--- src/verilog/eee_port_defines.vh ---
/*
 * Constants for the per-port energy save control register and its
 * indirect access window. Included by the port control and register design files.
 */
`ifndef EEE_PORT_DEFINES_VH
`define EEE_PORT_DEFINES_VH

// Direct byte addresses of the indirect window
`define ADDR_INDIRECT_CTRL      8'h6e
`define ADDR_INDIRECT_OFFSET    8'h6f
`define ADDR_INDIRECT_DATA      8'ha0

// Indirect access control byte fields
`define CTRL_SPACE_MSB          7
`define CTRL_SPACE_LSB          5
`define CTRL_SPACE_ENERGY       3'h1
`define CTRL_READ_BIT           4
`define CTRL_PORT_MSB           3
`define CTRL_PORT_LSB           0
`define PORT_FIRST              4'h1
`define PORT_LAST               4'h3

// Indirect offsets of the control register bytes
`define OFS_CTRL_HIGH           8'h2c
`define OFS_CTRL_LOW            8'h2d

// Field positions in the 16-bit control register
`define BIT_TEN_DISABLE         15
`define BIT_HW_EXCHANGE         7
`define BIT_HW_STATUS           6
`define BIT_TX_STICKY           5
`define BIT_TX_LIVE             4
`define BIT_RX_STICKY           3
`define BIT_RX_LIVE             2
`define BIT_SW_SELECT           1
`define BIT_FAST_ENABLE         0

// Reset values of writable fields
`define RST_TEN_DISABLE         1'b1
`define RST_HW_EXCHANGE         1'b1
`define RST_SW_SELECT           1'b0
`define RST_FAST_ENABLE         1'b0

`endif

--- src/verilog/idle_sticky.v ---
/*
 * One clear-on-read sticky flag for low power idle seen by a PCS.
 * Assumes the live indication is synchronous to the core clock.
 */
`default_nettype none

module idle_sticky (
    input  wire i_core_clk,
    input  wire i_rst_n,
    input  wire i_idle_live,
    input  wire i_clear,
    output reg  o_seen
);

    // Set wins over the read that clears, so no event is lost
    always @(posedge i_core_clk or negedge i_rst_n)
    begin
        if (!i_rst_n)
            o_seen <= 1'b0;
        else if (i_idle_live)
            o_seen <= 1'b1;
        else if (i_clear)
            o_seen <= 1'b0;
    end

endmodule // idle_sticky

`default_nettype wire

--- src/verilog/port_energy_ctrl.v ---
/*
 * Control fields of one port's energy save register: software bits,
 * hardware capability result and the resulting enable outputs.
 * Assumes the negotiation result is a synchronous one-cycle pulse.
 */
`default_nettype none
`include "eee_port_defines.vh"

module port_energy_ctrl (
    input  wire       i_core_clk,
    input  wire       i_rst_n,
    input  wire       i_wr_high,
    input  wire       i_wr_low,
    input  wire [7:0] i_wdata,
    input  wire       i_neg_done,
    input  wire       i_neg_match,
    output reg        o_ten_disable,
    output reg        o_hw_exchange,
    output reg        o_hw_status,
    output reg        o_sw_select,
    output reg        o_fast_enable
);

    always @(posedge i_core_clk or negedge i_rst_n)
    begin
        if (!i_rst_n)
        begin
            o_ten_disable <= `RST_TEN_DISABLE;
            o_hw_exchange <= `RST_HW_EXCHANGE;
            o_sw_select   <= `RST_SW_SELECT;
            o_fast_enable <= `RST_FAST_ENABLE;
            o_hw_status   <= 1'b0;
        end
        else
        begin
            if (i_wr_high)
                o_ten_disable <= i_wdata[`BIT_TEN_DISABLE - 8];
            if (i_wr_low)
            begin
                o_hw_exchange <= i_wdata[`BIT_HW_EXCHANGE];
                o_sw_select   <= i_wdata[`BIT_SW_SELECT];
            end
            // Hardware set wins over a same-cycle software write
            if (i_neg_done && o_hw_exchange && i_neg_match)
                o_fast_enable <= 1'b1;
            else if (i_wr_low)
                o_fast_enable <= i_wdata[`BIT_FAST_ENABLE];
            if (i_neg_done && o_hw_exchange)
                o_hw_status <= i_neg_match;
            else if (!o_hw_exchange)
                o_hw_status <= 1'b0;
        end
    end

endmodule // port_energy_ctrl

`default_nettype wire

--- src/verilog/eee_port_control_register.v ---
/*
 * Per-port energy save control and status register for ports 1..3,
 * reached through the indirect control, offset and data byte window.
 * Assumes a simple synchronous byte register port: one-cycle write and
 * read strobes with address; read data is valid the cycle after.
 */
// What this block does
// - Control byte bits 7:5 equal 001 select the energy save space.
// - Control byte bits 3:0 pick the port; only ports 1 to 3 valid.
// - Offset byte selects the register byte, exchanged via the data byte.
// - Upper byte sits at offset 0x2c, lower byte at 0x2d.
// - Bit 15 set disables ten megabit energy save mode; resets to one.
// - Ten megabit energy save only lowers transmit amplitude.
// - Bit 7 set lets hardware exchange capability by next pages; resets one.
// - Matching hardware exchange sets the fast enable bit 0.
// - Bit 7 clear stops hardware exchange; software does it instead.
// - Read-only bit 6 shows fast mode enabled by hardware exchange.
// - Bit 5 latches transmit idle seen since last read; read clears.
// - Bit 4 shows live transmit idle, unlatched.
// - Bit 3 latches receive idle seen since last read; read clears.
// - Bit 2 shows live receive idle, unlatched.
// - Bit 1 set makes software bit 0 govern energy save; resets zero.
// - Bit 1 clear makes hardware negotiation govern energy save.
// - Bit 0 enables fast energy save; read-write, resets zero.
// - Bit 0 written by software or set by hardware exchange.
`default_nettype none
`include "eee_port_defines.vh"

module eee_port_control_register #(
    parameter NPORTS = 3
) (
    input  wire              i_core_clk,
    input  wire              i_rst_n,
    input  wire              i_wr,
    input  wire              i_rd,
    input  wire [7:0]        i_addr,
    input  wire [7:0]        i_wdata,
    input  wire [NPORTS-1:0] i_tx_idle,
    input  wire [NPORTS-1:0] i_rx_idle,
    input  wire [NPORTS-1:0] i_neg_done,
    input  wire [NPORTS-1:0] i_neg_match,
    output reg  [7:0]        o_rdata,
    output reg  [NPORTS-1:0] o_fast_energy_on,
    output reg  [NPORTS-1:0] o_ten_amplitude_low
);

    reg  [7:0]        ctrl_byte;
    reg  [7:0]        offset_byte;
    reg  [7:0]        held_byte;
    wire [NPORTS-1:0] ten_disable;
    wire [NPORTS-1:0] hw_exchange;
    wire [NPORTS-1:0] hw_status;
    wire [NPORTS-1:0] sw_select;
    wire [NPORTS-1:0] fast_enable;
    wire [NPORTS-1:0] tx_seen;
    wire [NPORTS-1:0] rx_seen;
    wire [NPORTS-1:0] clr_sticky;
    wire [NPORTS-1:0] wr_high;
    wire [NPORTS-1:0] wr_low;

    wire space_ok = (ctrl_byte[`CTRL_SPACE_MSB:`CTRL_SPACE_LSB]
                    == `CTRL_SPACE_ENERGY);
    wire [3:0] port_sel = ctrl_byte[`CTRL_PORT_MSB:`CTRL_PORT_LSB];
    wire port_ok = (port_sel >= `PORT_FIRST) && (port_sel <= `PORT_LAST);
    wire is_read = ctrl_byte[`CTRL_READ_BIT];
    wire data_wr = i_wr && (i_addr == `ADDR_INDIRECT_DATA) && space_ok
                   && port_ok && !is_read;
    // Writing the offset in read mode triggers the fetch
    wire fetch = i_wr && (i_addr == `ADDR_INDIRECT_OFFSET) && space_ok
                 && is_read;

    always @(posedge i_core_clk or negedge i_rst_n)
    begin
        if (!i_rst_n)
        begin
            ctrl_byte   <= 8'h00;
            offset_byte <= 8'h00;
        end
        else if (i_wr)
        begin
            if (i_addr == `ADDR_INDIRECT_CTRL)
                ctrl_byte <= i_wdata;
            if (i_addr == `ADDR_INDIRECT_OFFSET)
                offset_byte <= i_wdata;
        end
    end

    genvar p;
    generate
        for (p = 0; p < NPORTS; p = p + 1)
        begin : g_port
            wire hit = port_ok && (port_sel == p + 1);
            assign wr_high[p] = data_wr && hit && (offset_byte == `OFS_CTRL_HIGH);
            assign wr_low[p]  = data_wr && hit && (offset_byte == `OFS_CTRL_LOW);
            // Sticky bits sit in the low byte; only its fetch clears them
            assign clr_sticky[p] = fetch && port_ok && (port_sel == p + 1)
                                   && (i_wdata == `OFS_CTRL_LOW);

            port_energy_ctrl u_ctrl (
                .i_core_clk    (i_core_clk),
                .i_rst_n       (i_rst_n),
                .i_wr_high     (wr_high[p]),
                .i_wr_low      (wr_low[p]),
                .i_wdata       (i_wdata),
                .i_neg_done    (i_neg_done[p]),
                .i_neg_match   (i_neg_match[p]),
                .o_ten_disable (ten_disable[p]),
                .o_hw_exchange (hw_exchange[p]),
                .o_hw_status   (hw_status[p]),
                .o_sw_select   (sw_select[p]),
                .o_fast_enable (fast_enable[p])
            );

            idle_sticky u_tx (
                .i_core_clk  (i_core_clk),
                .i_rst_n     (i_rst_n),
                .i_idle_live (i_tx_idle[p]),
                .i_clear     (clr_sticky[p]),
                .o_seen      (tx_seen[p])
            );

            idle_sticky u_rx (
                .i_core_clk  (i_core_clk),
                .i_rst_n     (i_rst_n),
                .i_idle_live (i_rx_idle[p]),
                .i_clear     (clr_sticky[p]),
                .o_seen      (rx_seen[p])
            );

            always @(posedge i_core_clk or negedge i_rst_n)
            begin
                if (!i_rst_n)
                begin
                    o_fast_energy_on[p]    <= 1'b0;
                    o_ten_amplitude_low[p] <= 1'b0;
                end
                else
                begin
                    // Software mode follows bit 0, else the negotiated result
                    o_fast_energy_on[p] <= sw_select[p] ? fast_enable[p]
                                                        : hw_status[p];
                    // Only amplitude is lowered; no other low power state
                    o_ten_amplitude_low[p] <= !ten_disable[p];
                end
            end
        end
    endgenerate

    // Byte image of the selected port, computed at fetch time
    reg [7:0] next_held;
    integer   k;
    always @*
    begin
        next_held = 8'h00;
        for (k = 0; k < NPORTS; k = k + 1)
        begin
            if (port_sel == k + 1)
            begin
                if (i_wdata == `OFS_CTRL_HIGH)
                    next_held = {ten_disable[k], 7'h00};
                else if (i_wdata == `OFS_CTRL_LOW)
                    next_held = {hw_exchange[k], hw_status[k], tx_seen[k],
                                 i_tx_idle[k], rx_seen[k], i_rx_idle[k],
                                 sw_select[k], fast_enable[k]};
            end
        end
    end

    always @(posedge i_core_clk or negedge i_rst_n)
    begin
        if (!i_rst_n)
        begin
            held_byte <= 8'h00;
            o_rdata   <= 8'h00;
        end
        else
        begin
            if (fetch)
                held_byte <= next_held;
            if (i_rd)
            begin
                case (i_addr)
                    `ADDR_INDIRECT_CTRL:   o_rdata <= ctrl_byte;
                    `ADDR_INDIRECT_OFFSET: o_rdata <= offset_byte;
                    `ADDR_INDIRECT_DATA:   o_rdata <= held_byte;
                    default:               o_rdata <= 8'h00;
                endcase
            end
        end
    end

endmodule // eee_port_control_register

`default_nettype wire

--- config.mk ---
export PLATFORM = sky130hd
export DESIGN_NAME = eee_port_control_register
export DESIGN_NICKNAME = d
export VERILOG_FILES = /design/src/verilog/idle_sticky.v /design/src/verilog/port_energy_ctrl.v /design/src/verilog/eee_port_control_register.v
export VERILOG_INCLUDE_DIRS = /design/src /design/src/verilog
export SDC_FILE = /design/constraint.sdc
export NUM_CORES = 1
export LEC_CHECK = 0
export BUFFER_PORTS_ARGS = -buffer_cell sky130_fd_sc_hd__buf_2
export CAP_MARGIN = 5
export CORE_MARGIN = 2
export CORE_UTILIZATION = 34
export CTS_BUF_LIST = sky130_fd_sc_hd__clkbuf_16
export DETAILED_ROUTE_END_ITERATION = 6
export PLACE_DENSITY = 0.58
export SYNTH_ARGS = -nofsm -noshare
export SYNTH_HDL_FRONTEND = slang
export SYNTH_SLANG_ARGS = --single-unit
--- constraint.sdc ---
create_clock -name i_core_clk -period 4.1 [get_ports i_core_clk]
set_clock_uncertainty 0.2 [all_clocks]
set_input_delay 0 -clock i_core_clk [delete_from_list [all_inputs] [get_ports i_core_clk]]
set_output_delay 0 -clock i_core_clk [all_outputs]
set_load 0.05 [all_outputs]
==> impl_metrics.py <==
metrics = {
    "outcome": {
        "status": "finished clean",
    },
    "sta": {
        "fmax_mhz": 351.2,
        "finalCritPeriodShare_pct": 69.45,
        "final.setup.tns_ns": 0,
        "hold_violations": 0,
        "period_minus_slack_ns": 2.847,
        "holdWs_ns": 0.1096,
        "worst_slew_pin_slew_ns": 0.9367,
        "grt_setup_unrepaired": "false",
        "setup-violations-final": 0,
        "drv_slew": 0,
        "max_slew_margin_pct": 36.97,
    },
    "yosys": {
        "ys_dominant_reg_cell": "dfrtp_1",
        "synth_cell_type_count": 39,
        "synthArstFlopShare_pct": 100.0,
        "synth.net_count": 286,
        "synth-edff-count": 0,
        "synth_seq_area_share_pct": 52.27,
        "synthesis.instances": 254,
        "synth_seq_cells": 59,
        "syn_area_per_cell_um2": 11.18,
        "syn_area_um2": 2839,
        "yosys_warnings": 0,
    },
    "setup_path": {
        "startpoint_type": "register",
        "ff2ff_setup_slack_ns": 1.25,
        "crit_type": "reg2reg",
        "path_delay_family": "simple AND/OR/NAND/NOR gates",
        "rr_worst_depth": 4,
        "worst_path_largest_cell_delay_ns": 0.94,
        "path_max_fanout": 13,
        "crit_chain": "nor4bb_1 -> nand4_1 -> nor4_1 -> a22o_1",
        "crit_slowest_cell": "nor4_1",
        "end_kind": "register",
        "cp.required_ns": 4.15,
        "worstSetupPathDepth": 4,
        "endpoint": "held_byte[3]",
        "reg2reg_from": "ctrl_byte[6]",
        "cp_num_buf_inv": 0,
        "cp_data_arrival_time_ns": 2.90,
        "crit_start": "ctrl_byte[6]",
        "r2r_end": "held_byte[3]",
    },
    "grt": {
        "antenna_found_initial": 0,
        "grt_max_degree": 60,
        "grt_usage_pct": 16.81,
        "grt_overflow": 0,
        "grt_pass1_wl_um": 11480,
        "grt_pass1_vias": 2282,
    },
    "clock_tree": {
        "tritoncts": "built",
        "cts_made_buffers": 9,
        "cts_setup_buffers": 0,
        "cts.sinks": 59,
        "cts-root-buf": "clkbuf_16",
        "cts_htree_levels": 3,
        "worst_skew_pair.late_latency_ns": 0.32,
        "clk_pin_slew_ns": 0.05,
        "cts_buffer_depth": 2,
    },
    "detailed_routing": {
        "vias": 2220,
        "drt-wirelength-per-cell_um": 15.74,
        "drc_errors": 0,
        "ant_nets": 0,
        "via_per_inst": 5.103,
        "drtPass1Iterations": 4,
        "first_iter_violations": 59,
        "finalWirelength_um": 6849,
    },
    "placed_design": {
        "place.gp.congestion": 0.8178,
        "port_buffers": 45,
        "dp_cells": 391,
        "dpl.hpwl_um": 4778,
    },
    "die": {
        "die_y_um": 95.38,
        "start_util_pct": 34.90,
        "fp-row-count": 33,
        "coreArea_um2": 8134,
        "io_pins": 46,
        "die_area_um2": 9096,
        "fp.dieW_um": 95.38,
    },
    "finish": {
        "nets": 357,
        "syn_to_final_growth_pct": 29.88,
        "drive_gt1_share_pct": 30.91,
        "fin_cells": 435,
        "multi_input_area_um2": 1256,
        "fillers": 767,
        "antenna_cells": 0,
        "regArea_um2": 1484,
    },
    "hold_path": {
        "hold_path.class": "in2reg",
    },
    "flow_run": {
        "drv_cap": 0,
    },
    "power": {
        "powerDensity_nw_per_um2": 371.5,
        "vdd_drop_max_uv": 203.2,
        "p_leak_uw": 0.001731,
    },
}
worst min path at each step:
| stage | startpoint | endpoint | slack [ns] | cells past startpoint |
|---|---|---|---|---|
| 3_5_place_dp | i_rst_n | offset_byte[7] | 0.002 | 2 |
| 4_1_cts | i_addr[3] | g_port[0].u_ctrl.o_fast_enable | 0.1 | 5 |
| 3_3_place_gp | i_rst_n | ctrl_byte[4] | -0.004 | 2 |
| 5_1_grt | i_addr[3] | g_port[0].u_ctrl.o_fast_enable | 0.14 | 5 |
| 6_report | i_addr[3] | g_port[0].u_ctrl.o_fast_enable | 0.11 | 5 |
| 2_1_floorplan | i_rst_n | ctrl_byte[0] | -0.50 | 0 |
cell families (layout without fill, tap and decap cells):
group	count (synthesis)	in the layout	share of synthesized area, %
compound gates	54	54	13.44
buf+inv	26	102	3.482
flops	59	59	52.27
mux	41	41	16.26
simple gates	74	74	14.54
synth_stat cells, drive strengths merged, types with 2 or more instances:
cell type	number	share of area, %
a31oi	4	0.88
dfrtp	53	47
a21oi	15	2.6
inv	11	1.5
a22oi	8	2.1
and2	2	0.44
nand2	6	0.79
nor4	5	1.1
o41ai	2	0.62
nor3	7	1.2
nor2	21	2.8
clkbuf	9	1.2
nand3	9	1.6
nand4	3	0.66
nor4bb	4	1.4
or4	2	0.66
mux2	35	14
mux2i	6	2.1
a22o	14	4.3
and3	4	0.88
dfstp	6	5.6
buf	6	0.84
nor2b	4	0.88
o21bai	6	1.6
state kept, by name, indices dropped and copies added, names as in the netlist:
| name | count |
|---|---|
| ctrl_byte | 8 |
| g_port.u_tx.o_seen | 3 |
| offset_byte | 8 |
| o_fast_energy_on | 3 |
| o_ten_amplitude_low | 3 |
| g_port.u_ctrl.o_hw_exchange | 3 |
| g_port.u_rx.o_seen | 3 |
| g_port.u_ctrl.o_ten_disable | 3 |
| g_port.u_ctrl.o_hw_status | 3 |
| held_byte | 8 |
| g_port.u_ctrl.o_sw_select | 3 |
| o_rdata | 8 |
| g_port.u_ctrl.o_fast_enable | 3 |
area by class of cell:
class,count,area share (%)
inverters,11,1.120
clock inverters,7,0.7805
repair buffers,75,14.12
well taps,105,3.563
multi-input cells,169,34.07
clock buffers,9,6.108
flip-flops and latches,59,40.24
power breakdown:
group / internal [µW] / leakage, µW / total (µW) / switching, µW
sequential: 597 / 0.000741 / 613 / 16.1
clock: 394 / 0.000138 / 632 / 239
combinational: 54.9 / 0.000852 / 125 / 69.9
total: 1050 / 0.00173 / 1370 / 325
cell usage in the layout (no fill, tap or decap), types with 6 or more instances in the layout:
| cell | count |
|---|---|
| dfrtp_1 | 53 |
| buf_2 | 45 |
| mux2_2 | 33 |
| dlygate4sd3_1 | 28 |
| nor2_1 | 21 |
| a21oi_1 | 15 |
| inv_1 | 14 |
| a22o_1 | 14 |
| nand3_1 | 9 |
| clkbuf_16 | 9 |
| a22oi_1 | 8 |
| nor3_1 | 7 |
| nand2_1 | 6 |
| o21bai_1 | 6 |
| mux2i_1 | 6 |
| dfstp_2 | 6 |
metal layers:
layer	GRT usage, %	routed length, µm
met1	22.62	3147
met2	26.35	3328
met3	5.059	297
met4	4.762	76
met5	0	0
per-stage QoR:
step	worst slack, ns	utilization [%]	cell area, µm²	total power [µW]
global route	0.9872	45.33	3687	1425
detailed placement	1.343	38.76	3153	730.0
floorplan	1.991	-	2839	680.3
finish	1.253	45.33	3687	1370
CTS	1.255	45.33	3687	1385
global placement	1.414	38.76	3153	728.2
worst min-delay path: stages:
cell and delay [ns]:
buf_2 0.08, or4_1 0.11, or2_4 0.15, or4_4 0.16
mux2i_1 0.08
what timing repair did:
action                    in CTS  in global routing
hold buffers                  28                  0
gates resized for setup        0                  0
hold endpoints to repair     101                  0
(Power assumes the default switching activity.)
